**config.mk**
```make
export PLATFORM = sky130hd
export DESIGN_NAME = pcs_link_status_config
export DESIGN_NICKNAME = d
export VERILOG_FILES = /design/src/hdl/pcs_status_pkg.sv /design/src/hdl/pcs_link_status_config.sv
export SDC_FILE = /design/constraint.sdc
export NUM_CORES = 1
export LEC_CHECK = 0
export ABC_CLOCK_PERIOD_IN_PS = 1200
export BUFFER_PORTS_ARGS = -buffer_cell sky130_fd_sc_hd__buf_2
export CAP_MARGIN = 20
export CORE_ASPECT_RATIO = 2
export CORE_MARGIN = 2
export CORE_UTILIZATION = 42
export DETAILED_ROUTE_END_ITERATION = 10
export GPL_ROUTABILITY_DRIVEN = 0
export PLACE_DENSITY = 0.91
export SETUP_SLACK_MARGIN = 0.05
export SYNTH_ARGS = -nofsm -noshare
export SYNTH_HDL_FRONTEND = slang
export SYNTH_SLANG_ARGS = --single-unit
```
**constraint.sdc**
```tcl
create_clock -name clk -period 1.2 [get_ports clk]
set_input_delay 0.3 -clock clk [delete_from_list [all_inputs] [get_ports clk]]
set_output_delay 0.3 -clock clk [all_outputs]
set_load 0.05 [all_outputs]
```
**src/hdl/pcs_status_pkg.sv**
```systemverilog
// shared constants and carriers for the pcs channel status block
// assumes one core clock; every user of it names package::item in full
package pcs_status_pkg;

	// ==========================================================
	// status word layout
	localparam int STATUS_W = 16;
	localparam int BIT_LINK = 0;
	localparam int BIT_SYNC = 1;
	localparam int BIT_RUDI_CFG = 2;
	localparam int BIT_RUDI_IDLE = 3;
	localparam int BIT_RUDI_INV = 4;
	localparam int BIT_DISP_ERR = 5;
	localparam int RSVD_W = 10;

	// ==========================================================
	// advertisement register and control register fields
	localparam int ADV_W = 16;
	localparam logic [15:0] ADV_RESET = 16'h0000;
	localparam int CTRL_RESTART_BIT = 9;

	// status word as seen by the client; upper bits lie outside this block
	typedef struct packed {
		logic [9:0] rsvd;
		logic disp_err;
		logic rudi_invalid;
		logic rudi_idle;
		logic rudi_config;
		logic sync;
		logic link;
	} status_s;

	localparam status_s STATUS_RESET = '{default: 1'b0};

	// receive-side indications from the sync machine and decoder
	typedef struct packed {
		logic sync_ok;
		logic rudi_config;
		logic rudi_idle;
		logic rudi_invalid;
		logic disp_err;
	} rx_ind_s;

endpackage

```
**src/hdl/pcs_link_status_config.sv**
```systemverilog
// status word and configuration strobes of one pcs channel
// assumes sync, negotiation and decoder logic run on clk; sync and decoder feed rx_ind;
// client strobes are also launched from clk, so no synchroniser is used
`timescale 1ns/1ps

module pcs_link_status_config #(
	parameter bit AN_PRESENT = 1'b1,
	parameter bit MDIO_PRESENT = 1'b1
) (
	// clock and reset
	input wire logic clk,
	input wire logic rst_b,
	// receive indications and negotiation state
	input wire pcs_status_pkg::rx_ind_s rx_ind,
	input wire logic an_enable,
	input wire logic an_complete,
	input wire logic restart_done,
	// management write of the advertisement register
	input wire logic mgmt_adv_we,
	input wire logic [pcs_status_pkg::ADV_W-1:0] mgmt_adv_data,
	// client configuration strobes
	input wire logic advert_load_strobe,
	input wire logic [pcs_status_pkg::ADV_W-1:0] advert_input_vector,
	input wire logic negotiation_restart_strobe,
	// outputs to client and negotiation machine
	output pcs_status_pkg::status_s status_vector,
	output logic [pcs_status_pkg::ADV_W-1:0] advert_reg,
	output logic ctrl_restart
);

	// ==========================================================
	// reset release
	logic rst_sync1_q;
	logic rst_n_q;
	logic run_q;

	// two stages so the release never lands near a clock edge
	always_ff @(posedge clk or negedge rst_b) begin
		if (!rst_b) begin
			rst_sync1_q <= 1'b0;
			rst_n_q <= 1'b0;
		end else begin
			rst_sync1_q <= 1'b1;
			rst_n_q <= rst_sync1_q;
		end
	end

	// marks cycles whose previous cycle was already out of reset
	always_ff @(posedge clk or negedge rst_n_q) begin
		if (!rst_n_q) begin
			run_q <= 1'b0;
		end else begin
			run_q <= 1'b1;
		end
	end

	// ==========================================================
	// link qualification
	logic an_active;
	logic link_d;
	pcs_status_pkg::status_s status_q;
	pcs_status_pkg::status_s status_d;

	// negotiation only qualifies the link if it exists and is switched on
	assign an_active = AN_PRESENT && an_enable;

	// without negotiation the link bit collapses onto sync
	assign link_d = rx_ind.sync_ok && (!an_active || an_complete);

	// status word assembly; upper bits belong to other logic and stay low
	always_comb begin
		status_d = pcs_status_pkg::STATUS_RESET;
		status_d.link = link_d;
		status_d.sync = rx_ind.sync_ok;
		status_d.rudi_config = rx_ind.rudi_config;
		status_d.rudi_idle = rx_ind.rudi_idle;
		status_d.rudi_invalid = rx_ind.rudi_invalid;
		status_d.disp_err = rx_ind.disp_err;
	end

	// one register for the whole word keeps link and sync cycle-aligned,
	// so the link bit always matches whichever source it is tied to
	always_ff @(posedge clk or negedge rst_n_q) begin
		if (!rst_n_q) begin
			status_q <= pcs_status_pkg::STATUS_RESET;
		end else begin
			status_q <= status_d;
		end
	end

	// the management link status bit is read from this same flop
	assign status_vector = status_q;

	// ==========================================================
	// strobe edge detection
	logic adv_strobe_q;
	logic restart_strobe_q;
	logic adv_edge;
	logic restart_edge;

	// registered copies; reset clears them, so a strobe held high through reset gives one edge
	always_ff @(posedge clk or negedge rst_n_q) begin
		if (!rst_n_q) begin
			adv_strobe_q <= 1'b0;
			restart_strobe_q <= 1'b0;
		end else begin
			adv_strobe_q <= advert_load_strobe;
			restart_strobe_q <= negotiation_restart_strobe;
		end
	end

	// rising edge of a strobe against its copy from the previous edge
	function automatic logic rise_of(input logic now_lvl,
		input logic old_lvl);
		rise_of = now_lvl && !old_lvl;
	endfunction

	// a level held high gives one edge only; the client must drop it.
	// the strobes must come from clk logic: an asynchronous source would
	// need synchronising before it reaches these comparisons
	assign adv_edge = rise_of(advert_load_strobe, adv_strobe_q);
	assign restart_edge = rise_of(negotiation_restart_strobe,
		restart_strobe_q);

	// ==========================================================
	// advertisement register
	logic [pcs_status_pkg::ADV_W-1:0] adv_q;

	// the strobe outranks a management write in the same cycle
	always_ff @(posedge clk or negedge rst_n_q) begin
		if (!rst_n_q) begin
			adv_q <= pcs_status_pkg::ADV_RESET;
		end else if (MDIO_PRESENT && adv_edge) begin
			adv_q <= advert_input_vector;
		end else if (MDIO_PRESENT && mgmt_adv_we) begin
			adv_q <= mgmt_adv_data;
		end
	end

	assign advert_reg = adv_q;

	// ==========================================================
	// restart bit of the control register
	logic restart_q;

	// set wins over the self-clear so a late edge is never dropped
	always_ff @(posedge clk or negedge rst_n_q) begin
		if (!rst_n_q) begin
			restart_q <= 1'b0;
		end else if (AN_PRESENT && restart_edge) begin
			restart_q <= 1'b1;
		end else if (restart_done) begin
			restart_q <= 1'b0;
		end
	end

	assign ctrl_restart = restart_q;

	// ==========================================================
	// checks

	chk_link_needs_sync: assert property (
		@(posedge clk) disable iff (!rst_n_q)
		status_q.link |-> status_q.sync && $past(rx_ind.sync_ok)
	) else $error("link bit high without sync");

	chk_link_drop_cause: assert property (
		@(posedge clk) disable iff (!rst_n_q)
		run_q && $past(!rx_ind.sync_ok || (an_active && !an_complete))
		|-> !status_q.link
	) else $error("link bit high after sync loss or open negotiation");

	chk_link_an_mode: assert property (
		@(posedge clk) disable iff (!rst_n_q)
		run_q && $past(an_active)
		|-> status_q.link == $past(rx_ind.sync_ok && an_complete)
	) else $error("link bit differs from negotiated link status");

	chk_link_plain_mode: assert property (
		@(posedge clk) disable iff (!rst_n_q)
		run_q && $past(!an_active) |-> status_q.link == status_q.sync
	) else $error("link bit differs from sync bit without negotiation");

	chk_sync_follows: assert property (
		@(posedge clk) disable iff (!rst_n_q)
		run_q |-> status_q.sync == $past(rx_ind.sync_ok)
	) else $error("sync bit does not follow sync status");

	chk_rudi_config: assert property (
		@(posedge clk) disable iff (!rst_n_q)
		run_q |-> status_q.rudi_config == $past(rx_ind.rudi_config)
	) else $error("config reception bit missed");

	chk_rudi_idle: assert property (
		@(posedge clk) disable iff (!rst_n_q)
		run_q |-> status_q.rudi_idle == $past(rx_ind.rudi_idle)
	) else $error("idle reception bit missed");

	chk_rudi_invalid: assert property (
		@(posedge clk) disable iff (!rst_n_q)
		run_q |-> status_q.rudi_invalid == $past(rx_ind.rudi_invalid)
	) else $error("invalid reception bit wrong");

	chk_disparity_flag: assert property (
		@(posedge clk) disable iff (!rst_n_q)
		run_q && rx_ind.disp_err ##1 !rx_ind.disp_err
		|-> status_q.disp_err ##1 !status_q.disp_err
	) else $error("disparity flag not raised for one error");

	chk_adv_load: assert property (
		@(posedge clk) disable iff (!rst_n_q)
		MDIO_PRESENT && !advert_load_strobe ##1 advert_load_strobe
		|=> advert_reg == $past(advert_input_vector)
	) else $error("advert register not loaded on strobe edge");

	chk_adv_held_level: assert property (
		@(posedge clk) disable iff (!rst_n_q)
		run_q && advert_load_strobe && $past(advert_load_strobe)
		&& !mgmt_adv_we |=> $stable(advert_reg)
	) else $error("advert register reloaded without a fresh edge");

	chk_adv_gated: assert property (
		@(posedge clk) disable iff (!rst_n_q)
		!MDIO_PRESENT |-> advert_reg == pcs_status_pkg::ADV_RESET
	) else $error("advert register changed without management");

	chk_restart_set: assert property (
		@(posedge clk) disable iff (!rst_n_q)
		run_q && AN_PRESENT && negotiation_restart_strobe
		&& !restart_strobe_q |=> ctrl_restart
	) else $error("restart bit not set on strobe edge");

	chk_restart_gated: assert property (
		@(posedge clk) disable iff (!rst_n_q)
		!AN_PRESENT |-> !ctrl_restart
	) else $error("restart bit set without negotiation");

	chk_restart_set_wins: assert property (
		@(posedge clk) disable iff (!rst_n_q)
		run_q && AN_PRESENT && restart_edge && restart_done
		|=> ctrl_restart
	) else $error("restart edge lost to simultaneous clear");

	chk_restart_clear: assert property (
		@(posedge clk) disable iff (!rst_n_q)
		restart_done && !restart_edge |=> !ctrl_restart
	) else $error("restart bit not cleared when done");

	// guards on strobe copies, on what may change the two registers and on the disparity flag
	chk_copies_cleared: assert property (
		@(posedge clk) disable iff (!rst_n_q)
		!run_q |-> !adv_strobe_q && !restart_strobe_q
	) else $error("strobe copies not cleared by reset");

	chk_restart_held: assert property (
		@(posedge clk) disable iff (!rst_n_q)
		run_q && negotiation_restart_strobe && restart_strobe_q
		&& !ctrl_restart |=> !ctrl_restart
	) else $error("restart bit set by a held strobe");

	chk_restart_needs_edge: assert property (
		@(posedge clk) disable iff (!rst_n_q)
		!ctrl_restart && !(AN_PRESENT && restart_edge)
		|=> !ctrl_restart
	) else $error("restart bit set without an honoured edge");

	chk_restart_stays: assert property (
		@(posedge clk) disable iff (!rst_n_q)
		run_q && ctrl_restart && !restart_done |=> ctrl_restart
	) else $error("restart bit dropped before done");

	chk_adv_mgmt_write: assert property (
		@(posedge clk) disable iff (!rst_n_q)
		run_q && MDIO_PRESENT && mgmt_adv_we && !adv_edge
		|=> advert_reg == $past(mgmt_adv_data)
	) else $error("management write to advert register lost");

	chk_adv_only_on_cause: assert property (
		@(posedge clk) disable iff (!rst_n_q)
		!adv_edge && !mgmt_adv_we |=> $stable(advert_reg)
	) else $error("advert register changed without edge or write");

	chk_disp_follows: assert property (
		@(posedge clk) disable iff (!rst_n_q)
		run_q |-> status_q.disp_err == $past(rx_ind.disp_err)
	) else $error("disparity flag does not follow errors");

endmodule

```
==> impl_results.md, run 1 <==
- Outcome: finished clean
- Synthesized-area fraction occupied by and/or/nand/nor cells: 0.493%
- First-pass DRT Iterations: 4
- Multi-input logic area: 504 um^2
- Worst EP required: 0.90 ns
- Met2 Wirelength: 1.65 mm
- Wire per inst: 15.4 um
- Via Count: 859
- Total of max-cap violations: 0
- Final Cycle Share: 96.4%
- First DRT Iteration DRCs: 9
- Clock sinks: 27
- Clk_skew: 0.00340 ns
- Total routed wirelength: 2.83 mm
- Dpl cells: 177
- Fraction of synthesized cell area in xor and xnor cells: 0%
- CP max FO: 2
- Synthesized area per cell: 15.7 um^2
- Netlist Area Pre-Place: 1270 um^2
- Clock slew at reported path FFs: 0.09 ns
- Clock latency on the worst-skew pair: 0.27 ns
- Starting Density: 43.6%
- First-pass GRT wire length: 4.04 mm
- Vias in the first global route: 917
- CP Buf/Inv Count: 1
- Number of synthesized register bits: 27
- Peak supply drop: 0.00100 V
- Yosys Warn Count: 0
- Synth cell types: 12
- Worst hold path type: in -> reg
- CTS root buffer: clkbuf_8
- Initial antenna violation count: 0
- Compound-gate portion of the synthesized area: 1.08%
- Final Hold Fails: 0
- Antenna Nets Post-Route: 0
- Setup Fix Bufs, Post-CTS: 0
- DR top layer: met4
- Critical path's top delay family: flip-flops
- Register area share after synthesis: 53.3%
- NumNets Final: 199
- Final core occ: 63.3%
- Final setup TNS: 0 ns
- Die Ht: 81.7 um
- Setup violators final: 0
- CP Class: reg -> out
- N_diodes: 0
- Rows: 28
- Crit path cell chain: buf_6
- Share of cells above drive strength 1: 81.7%
- Lkg Pwr: 0.950 nW
- Crit path DAT: 0.86 ns
- R2R Setup Slk: 0.11 ns
- Final worst slack: 0.0436 ns
- DIE WIDTH: 42.9 um
- CP max-delay cell: dfrtp_2
- Critical Path Max Stage Delay: 0.43 ns
- # IOs: 78
- Leading area contributor after synthesis: dfrtp_1
- Metal3 WL: 213 um
- CTS tree: yes
- Max reg flops: 16
- Mux cell area share after synthesis: 34.3%
- Setup WS pre-CTS: -0.0974 ns
- Post-Syn Instances: 81
- Unrepaired setup endpoints after global routing: true
- Largest family of logic cells by synthesized area: multiplexers
- Post-synthesis adder-cell area fraction: 0%
- Post-route insts no fill: 183
- Fmax: 865 MHz
- H-tree depth: 1
- Core footprint: 2910 um^2
- Via/cell ratio: 4.69
- Power per cell area: 1330 nW/um^2
- Fin crit period: 1.16 ns
- Pwr Total: 2.46 mW
- GRT Total Usage: 15.6%
- Main area contributors after synthesis: dfrtp_1 (53%), mux2_4 (24%), mux2_2 (11%), buf_4 (6.5%), buf_12 (1.6%)
- Top cell type's share of synthesized area: 53.3%
- Startpoint Class: register
- Remaining DRCs: 0
- Post-detail-place hpwl: 2.10 mm
- Full die area: 3500 um^2
- Fillers: 226
- Crit. End Element: output pin
- Area growth syn-to-layout: 45.1%
- Sequential Area: 696 um^2
- Overflow after GRT: 0
- Port bufs: 67
- Num CTS Buffers: 3
- Largest net degree at the start of global routing: 26
- Slew Viols, Final: 0
- Clock buffer depth: 2
- DRT met1 WL: 907 um
-- final cells by class --
cell class | instances | area share [%]
inverters | 3 | 0.612
repair buffers | 73 | 29.5
multi-input cells | 46 | 27.4
clock buffers | 3 | 2.24
flip-flops and latches | 27 | 37.8
well taps | 30 | 2.04
clock inverters | 1 | 0.408
-- layer usage --
metal | vias to the layer above | global-route usage, %
met5 | - | 0
met4 | 0 | 6.56
met3 | 8 | 2.20
met2 | 50 | 29.4
met1 | 409 | 16.9
li1 | 392 | -
-- path summary, 6_finish.rpt --
kind                           startpoint                to  depth (start not counted)
min reg2reg                       rst_n_q  status_vector[4]                          1
max                        advert_reg[11]    advert_reg[11]                          1
max reg2reg                  adv_strobe_q    advert_reg[15]                          3
max in group asynchronous         rst_n_q    advert_reg[14]                          1
min in group asynchronous         rst_n_q  status_vector[4]                          1
min                             rx_ind[1]  status_vector[4]                          1
-- layout by cell type, fill, tap and decap left out --
| cell | n |
|---|---|
| inv_1 | 3 |
| buf_4 | 3 |
| a21boi_0 | 1 |
| o22ai_1 | 1 |
| buf_12 | 1 |
| dlygate4sd3_1 | 1 |
| mux2_4 | 20 |
| clkbuf_8 | 3 |
| dfrtp_1 | 11 |
| buf_6 | 24 |
| conb_1 | 11 |
| mux2_2 | 12 |
| buf_2 | 44 |
| dfrtp_2 | 16 |
| nand2b_4 | 1 |
| clkinvlp_4 | 1 |
-- stage by stage --
step           hold WS (ns)  area, um^2
6_report              0.130        1840
2_1_floorplan       0.00441        1330
4_1_cts               0.127        1800
3_5_place_dp         0.0881        1620
3_3_place_gp         0.0861        1620
5_1_grt               0.118        1840
-- cell families (layout without fill, tap and decap cells) --
family | Yosys count | count (layout)
simple gates | 1 | 1
compound gates | 2 | 2
mux | 32 | 32
buf+inv | 17 | 80
other cells | 2 | 11
flops | 27 | 27
-- Yosys cell counts --
master     n
nand2b_1   1
buf_12     1
buf_4     11
conb_1     2
o22ai_1    1
mux2_4    20
dfrtp_1   27
a21boi_0   1
mux2_2    12
buf_2      1
inv_1      3
buf_6      1
-- power by group --
| group | total [mW] | switching (mW) | leakage, nW | internal [mW] |
|---|---|---|---|---|
| clock network | 0.514 | 0.279 | 0.0217 | 0.235 |
| logic | 0.876 | 0.498 | 0.628 | 0.378 |
| registers | 1.07 | 0.0591 | 0.300 | 1.01 |
| total | 2.46 | 0.836 | 0.950 | 1.62 |
-- repair_timing --
action,CTS,global route
endpoints found under the hold margin,2,0
gates cloned,0,1
setup endpoints to repair,24,31
hold buffers,1,0
resized for setup,41,9
(Power assumes the default switching activity.)
==> inputs of run 2 (changes only) <==
--- a/config.mk
+++ b/config.mk
@@ -16,4 +16,5 @@
 export PLACE_DENSITY = 0.91
 export SETUP_SLACK_MARGIN = 0.05
+export SLEW_MARGIN = 20
 export SYNTH_ARGS = -nofsm -noshare
 export SYNTH_HDL_FRONTEND = slang
==> constraint.sdc (replaced) <==
create_clock -name clk -period 1.2 [get_ports clk]
set_input_delay 0.3 -clock clk [delete_from_list [all_inputs] [get_ports clk]]
set_output_delay 0.3 -clock clk [all_outputs]
set_load 0.01 [all_outputs]
==> run 2 against run 1 <==
  * Sequential power barely moved
  * Fmax up 2.9%
  * Clock skew barely moved
  * Register-to-register slack lost 0.03 ns
  * Critical path depth rose by 2
  * Utilization shrank 5.9 points
  * Cell count fell by 0.55%
  * Clock power fell by 3.9%
  * Count of clock-buffer cells in the layout is the same
  * Die area is the same
  * Worst setup slack improved by 0.033 ns
  * Worst hold slack improved by 0.0033 ns
  * Critical path type is now reg -> reg
==> impl_results.md, run 2 (synthesis gave the netlist of run 1 again) <==
- Final worst slack: 0.0764 ns
- Core footprint: 2910 um^2
- Startpoint Class: register
- Crit. End Element: register
- H-tree depth: 1
- Unrepaired setup endpoints after global routing: false
- Peak supply drop: 0.000890 V
- Post-detail-place hpwl: 2.19 mm
- DIE WIDTH: 42.9 um
- Final core occ: 57.4%
- CP Class: reg -> reg
- CTS root buffer: clkbuf_8
- Largest net degree at the start of global routing: 26
- Sequential share of power: 51.8%
- CP max FO: 16
- Initial antenna violation count: 0
- Power per cell area: 1200 nW/um^2
- Sw frac: 24.7%
- Final Hold Fails: 0
- Most common cell after layout, fill and taps aside: buf_2
- Setup WS pre-CTS: -0.0936 ns
- Final Cycle Share: 93.6%
- Clock buffer depth: 2
- Share of cells above drive strength 1: 70.4%
- Wire per inst: 14.8 um
- Starting Density: 43.6%
- CTS tree: yes
- Lkg Pwr: 0.916 nW
- Rows: 28
- Combinational Power Share: 23.4%
- First-pass GRT wire length: 4.20 mm
- Clock power share: 24.7%
- Clock latency on the worst-skew pair: 0.26 ns
- Fin crit period: 1.12 ns
- Clock slew at reported path FFs: 0.09 ns
- Via Count: 842
- N_diodes: 0
- Full die area: 3500 um^2
- Crit path DAT: 1.28 ns
- Overflow after GRT: 0
- Antenna Nets Post-Route: 0
- Fillers: 264
- Most frequent cells in the layout: buf_2 (67), dfrtp_1 (27), mux2_4 (20), mux2_2 (12), conb_1 (11)
- Max reg flops: 16
- Power Internal: 1.50 mW
- Die Ht: 81.7 um
- Setup violators final: 0
- Worst EP required: 1.35 ns
- Fmax: 890 MHz
- WHS: 0.134 ns
- Remaining DRCs: 0
- Worst hold path type: in -> reg
- Area growth syn-to-layout: 31.5%
- # IOs: 78
- Slew Viols, Final: 0
- GRT Total Usage: 16.3%
- Num CTS Buffers: 3
- Clock sinks: 27
- Clk_skew: 0.00319 ns
- First DRT Iteration DRCs: 8
- Via/cell ratio: 4.63
- Outcome: finished clean
- Switching Power: 0.493 mW
- NumNets Final: 198
- Port bufs: 67
- Total of max-cap violations: 0
- Total routed wirelength: 2.69 mm
- Vias in the first global route: 940
- First-pass DRT Iterations: 3
- Setup Fix Bufs, Post-CTS: 0
run 2: critical path: stages (launching register included):
cell	delay [ns]
dfrtp_1	0.36
nand2b_1	0.17
buf_12	0.17
mux2_4	0.30
run 2: final timing paths:
check                                   from                to  slack [ns]  cells past startpoint
worst max-delay path            adv_strobe_q     advert_reg[0]        0.08                      3
worst min-delay path               rx_ind[0]  status_vector[5]        0.13                      1
worst max register to register  adv_strobe_q     advert_reg[0]        0.08                      3
worst min register to register       rst_n_q    advert_reg[12]        0.23                      1
max in group asynchronous            rst_n_q  status_vector[4]        0.72                      1
min in group asynchronous            rst_n_q    advert_reg[12]        0.23                      1
run 2: layout make-up:
| class | instances | area (um^2) | area share (%) |
|---|---|---|---|
| Timing Repair Buffer | 72 | 400 | 24.0 |
| Tap cell | 30 | 37.5 | 2.25 |
| Clock inverter | 1 | 5.00 | 0.300 |
| Sequential cell | 27 | 676 | 40.5 |
| Clock buffer | 3 | 41.3 | 2.48 |
| Inverter | 3 | 11.3 | 0.675 |
| Multi-Input combinational cell | 46 | 497 | 29.8 |
run 2: timing repair:
item,CTS,global route
setup endpoints to repair,0,0
resized for setup,0,0
hold buffers,1,0
endpoints found under the hold margin,2,0
run 2: metrics by stage:
| step | instance area, um^2 | setup TNS (ns) | total power, mW | std cells |
|---|---|---|---|---|
| 3_3_place_gp | 1610 | -0.675 | 1.50 | 177 |
| 4_1_cts | 1670 | 0 | 2.03 | 182 |
| 5_1_grt | 1670 | 0 | 2.11 | 182 |
| 6_report | 1670 | 0 | 2.00 | 182 |
| 3_5_place_dp | 1610 | -0.968 | 1.52 | 177 |
| 2_1_floorplan | 1310 | -0.0613 | 1.36 | 90 |
run 2: layer usage:
layer,wire [um],vias up,global-route usage [%]
li1,-,393,-
met1,836,404,16.8
met5,0,-,0
met3,168,6,2.20
met2,1620,39,30.8
met4,59,0,8.44
run 2: power groups by stage:
stage | clock network (mW) | registers [mW] | logic, mW
finish | 0.494 | 1.04 | 0.468
global route | 0.555 | 1.04 | 0.510
CTS | 0.517 | 1.04 | 0.474
detailed placement | 0 | 1.06 | 0.469
global placement | 0 | 1.04 | 0.452
floorplan | 0 | 1.10 | 0.254
==> inputs of run 3 (changes only) <==
CORE_ASPECT_RATIO = 1.1   (was 2)
==> run 3 against run 2 <==
  * Routed wire length decreased by 7.0%
  * Count of clock-buffer cells in the layout rose by 1
  * Worst hold slack worse by 0.045 ns
  * Sequential power is essentially flat
  * Power is 4.0% lower
  * Sequential cell count stayed put
  * Cell count grew 6.0%
  * Via count increased by 4.2%
  * Clock power fell by 27%
  * Cell area is 4.5% higher
  * Highest routed layer unchanged
==> impl_results.md, run 3 (synthesis gave the netlist of run 1 again) <==
- Post-detail-place hpwl: 2.02 mm
- First-pass GRT wire length: 4.13 mm
- Crit. End Element: register
- Final Cycle Share: 96.4%
- Critical Path Max Stage Delay: 0.41 ns
- NumNets Final: 206
- Remaining DRCs: 0
- Num CTS Buffers: 3
- CP max FO: 2
- Wire per inst: 12.9 um
- Share of cells above drive strength 1: 71.9%
- Setup violators final: 0
- Final Hold Fails: 0
- Pwr Total: 1.92 mW
- Final core occ: 61.6%
- Post-route insts no fill: 193
- Met2 usage: 28.9%
- Peak supply drop: 0.000984 V
- CTS root buffer: clkbuf_4
- Overflow after GRT: 0
- Area growth syn-to-layout: 37.4%
- CP Class: reg -> reg
- Antenna Nets Post-Route: 0
- Clk_skew: 0.00178 ns
- N_diodes: 0
- GRT Total Usage: 15.7%
- Design area: 1740 um^2
- Via/cell ratio: 4.54
- Met3 usage: 4.20%
- Most used cell, CP: mux2_4
- CP Buf/Inv Count: 1
- H-tree depth: 1
- Crit path DAT: 1.36 ns
- Starting Density: 44.9%
- First DRT Iteration DRCs: 7
- DIE WIDTH: 56.4 um
- Cell Area, Placed: 1640 um^2
- Startpoint Class: register
- Unrepaired setup endpoints after global routing: true
- Dpl cells: 182
- Worst EP required: 1.40 ns
- Fillers: 227
- GRT busiest layer: met2
- CTS tree: yes
- Die Ht: 61.6 um
- Clock latency on the worst-skew pair: 0.30 ns
- Via Count: 877
- Core footprint: 2830 um^2
- Outcome: finished clean
- Critical path's top delay family: multiplexers
- Slew Viols, Final: 0
- Fin crit period: 1.16 ns
- Total of max-cap violations: 0
- Fmax: 864 MHz
- Total routed wirelength: 2.50 mm
- Initial antenna violation count: 0
- Largest net degree at the start of global routing: 21
- Met1 Resource Use GR: 18.6%
- Clock buffer depth: 2
- Port bufs: 67
- First-pass DRT Iterations: 2
- # IOs: 78
- Vias in the first global route: 966
- Worst hold path type: in -> reg
- Most common cell after layout, fill and taps aside: buf_2
- Most frequent cells in the layout: buf_2 (67), dfrtp_1 (27), mux2_4 (22), conb_1 (11), mux2_2 (10)
- Max reg flops: 16
- Clock slew at reported path FFs: 0.13 ns
- Rows: 20
- Crit path cell chain: buf_4 -> mux2_4 -> mux2_4
- Clock sinks: 27
- Final setup TNS: 0 ns
- Lkg Pwr: 0.964 nW
- Full die area: 3480 um^2
- CP max-delay cell: dfrtp_1
- Power per cell area: 1100 nW/um^2
run 3: cell types whose count changed in the layout (fill, tap and decap cells not counted), sizes merged:
cell and change:
clkinv -1, clkbuf +1, buf +8
run 3: cell type report:
type | count | area [um^2] | share of cell area [%]
Sequential cell | 27 | 676 | 38.8
Multi-Input combinational cell | 46 | 512 | 29.4
Timing Repair Buffer | 80 | 477 | 27.4
Tap cell | 33 | 41.3 | 2.37
Clock buffer | 4 | 26.3 | 1.51
Inverter | 3 | 11.3 | 0.646
run 3: final timing paths:
path	from	slack, ns	cells after the start	end
min in group asynchronous	rst_n_q	0.13	0	advert_reg[11]
setup reg to reg	advert_reg[0]	0.04	3	advert_reg[0]
setup / recovery	advert_reg[0]	0.04	3	advert_reg[0]
hold / removal	rx_ind[1]	0.09	1	status_vector[4]
max in group asynchronous	rst_n_q	0.68	1	adv_strobe_q
hold reg to reg	rst_n_q	0.13	0	advert_reg[11]
run 3: routing by layer:
layer,vias up,share of wire [%]
met5,-,0
met2,42,54
met4,0,0.48
met1,422,39
met3,2,7.0
li1,411,-
run 3: where the power goes:
part | leakage (nW) | internal [mW] | switching [mW] | total [mW]
registers | 0.316 | 0.995 | 0.0421 | 1.04
logic | 0.633 | 0.322 | 0.198 | 0.520
clock network | 0.0150 | 0.130 | 0.231 | 0.360
total | 0.964 | 1.45 | 0.471 | 1.92
run 3: stage by stage:
stage                     hold WS [ns]  worst slack, ns
after floorplan                0.00441         -0.00613
after global placement          0.0893          -0.0785
after global routing            0.0584         -0.00821
final                           0.0885           0.0429
after detailed placement        0.0906           -0.131
after CTS                       0.0760           0.0291
run 3: worst reg2reg max path, stage by stage, from the launching register on:
cell	delay, ns
dfrtp_1	0.41
buf_4	0.14
mux2_4	0.26
mux2_4	0.26
run 3: timing repair:
item	in CTS	in global routing
resized for setup	0	4
hold buffers	1	0
hold endpoints to repair	2	0
setup buffers	4	2
setup endpoints to repair	17	38
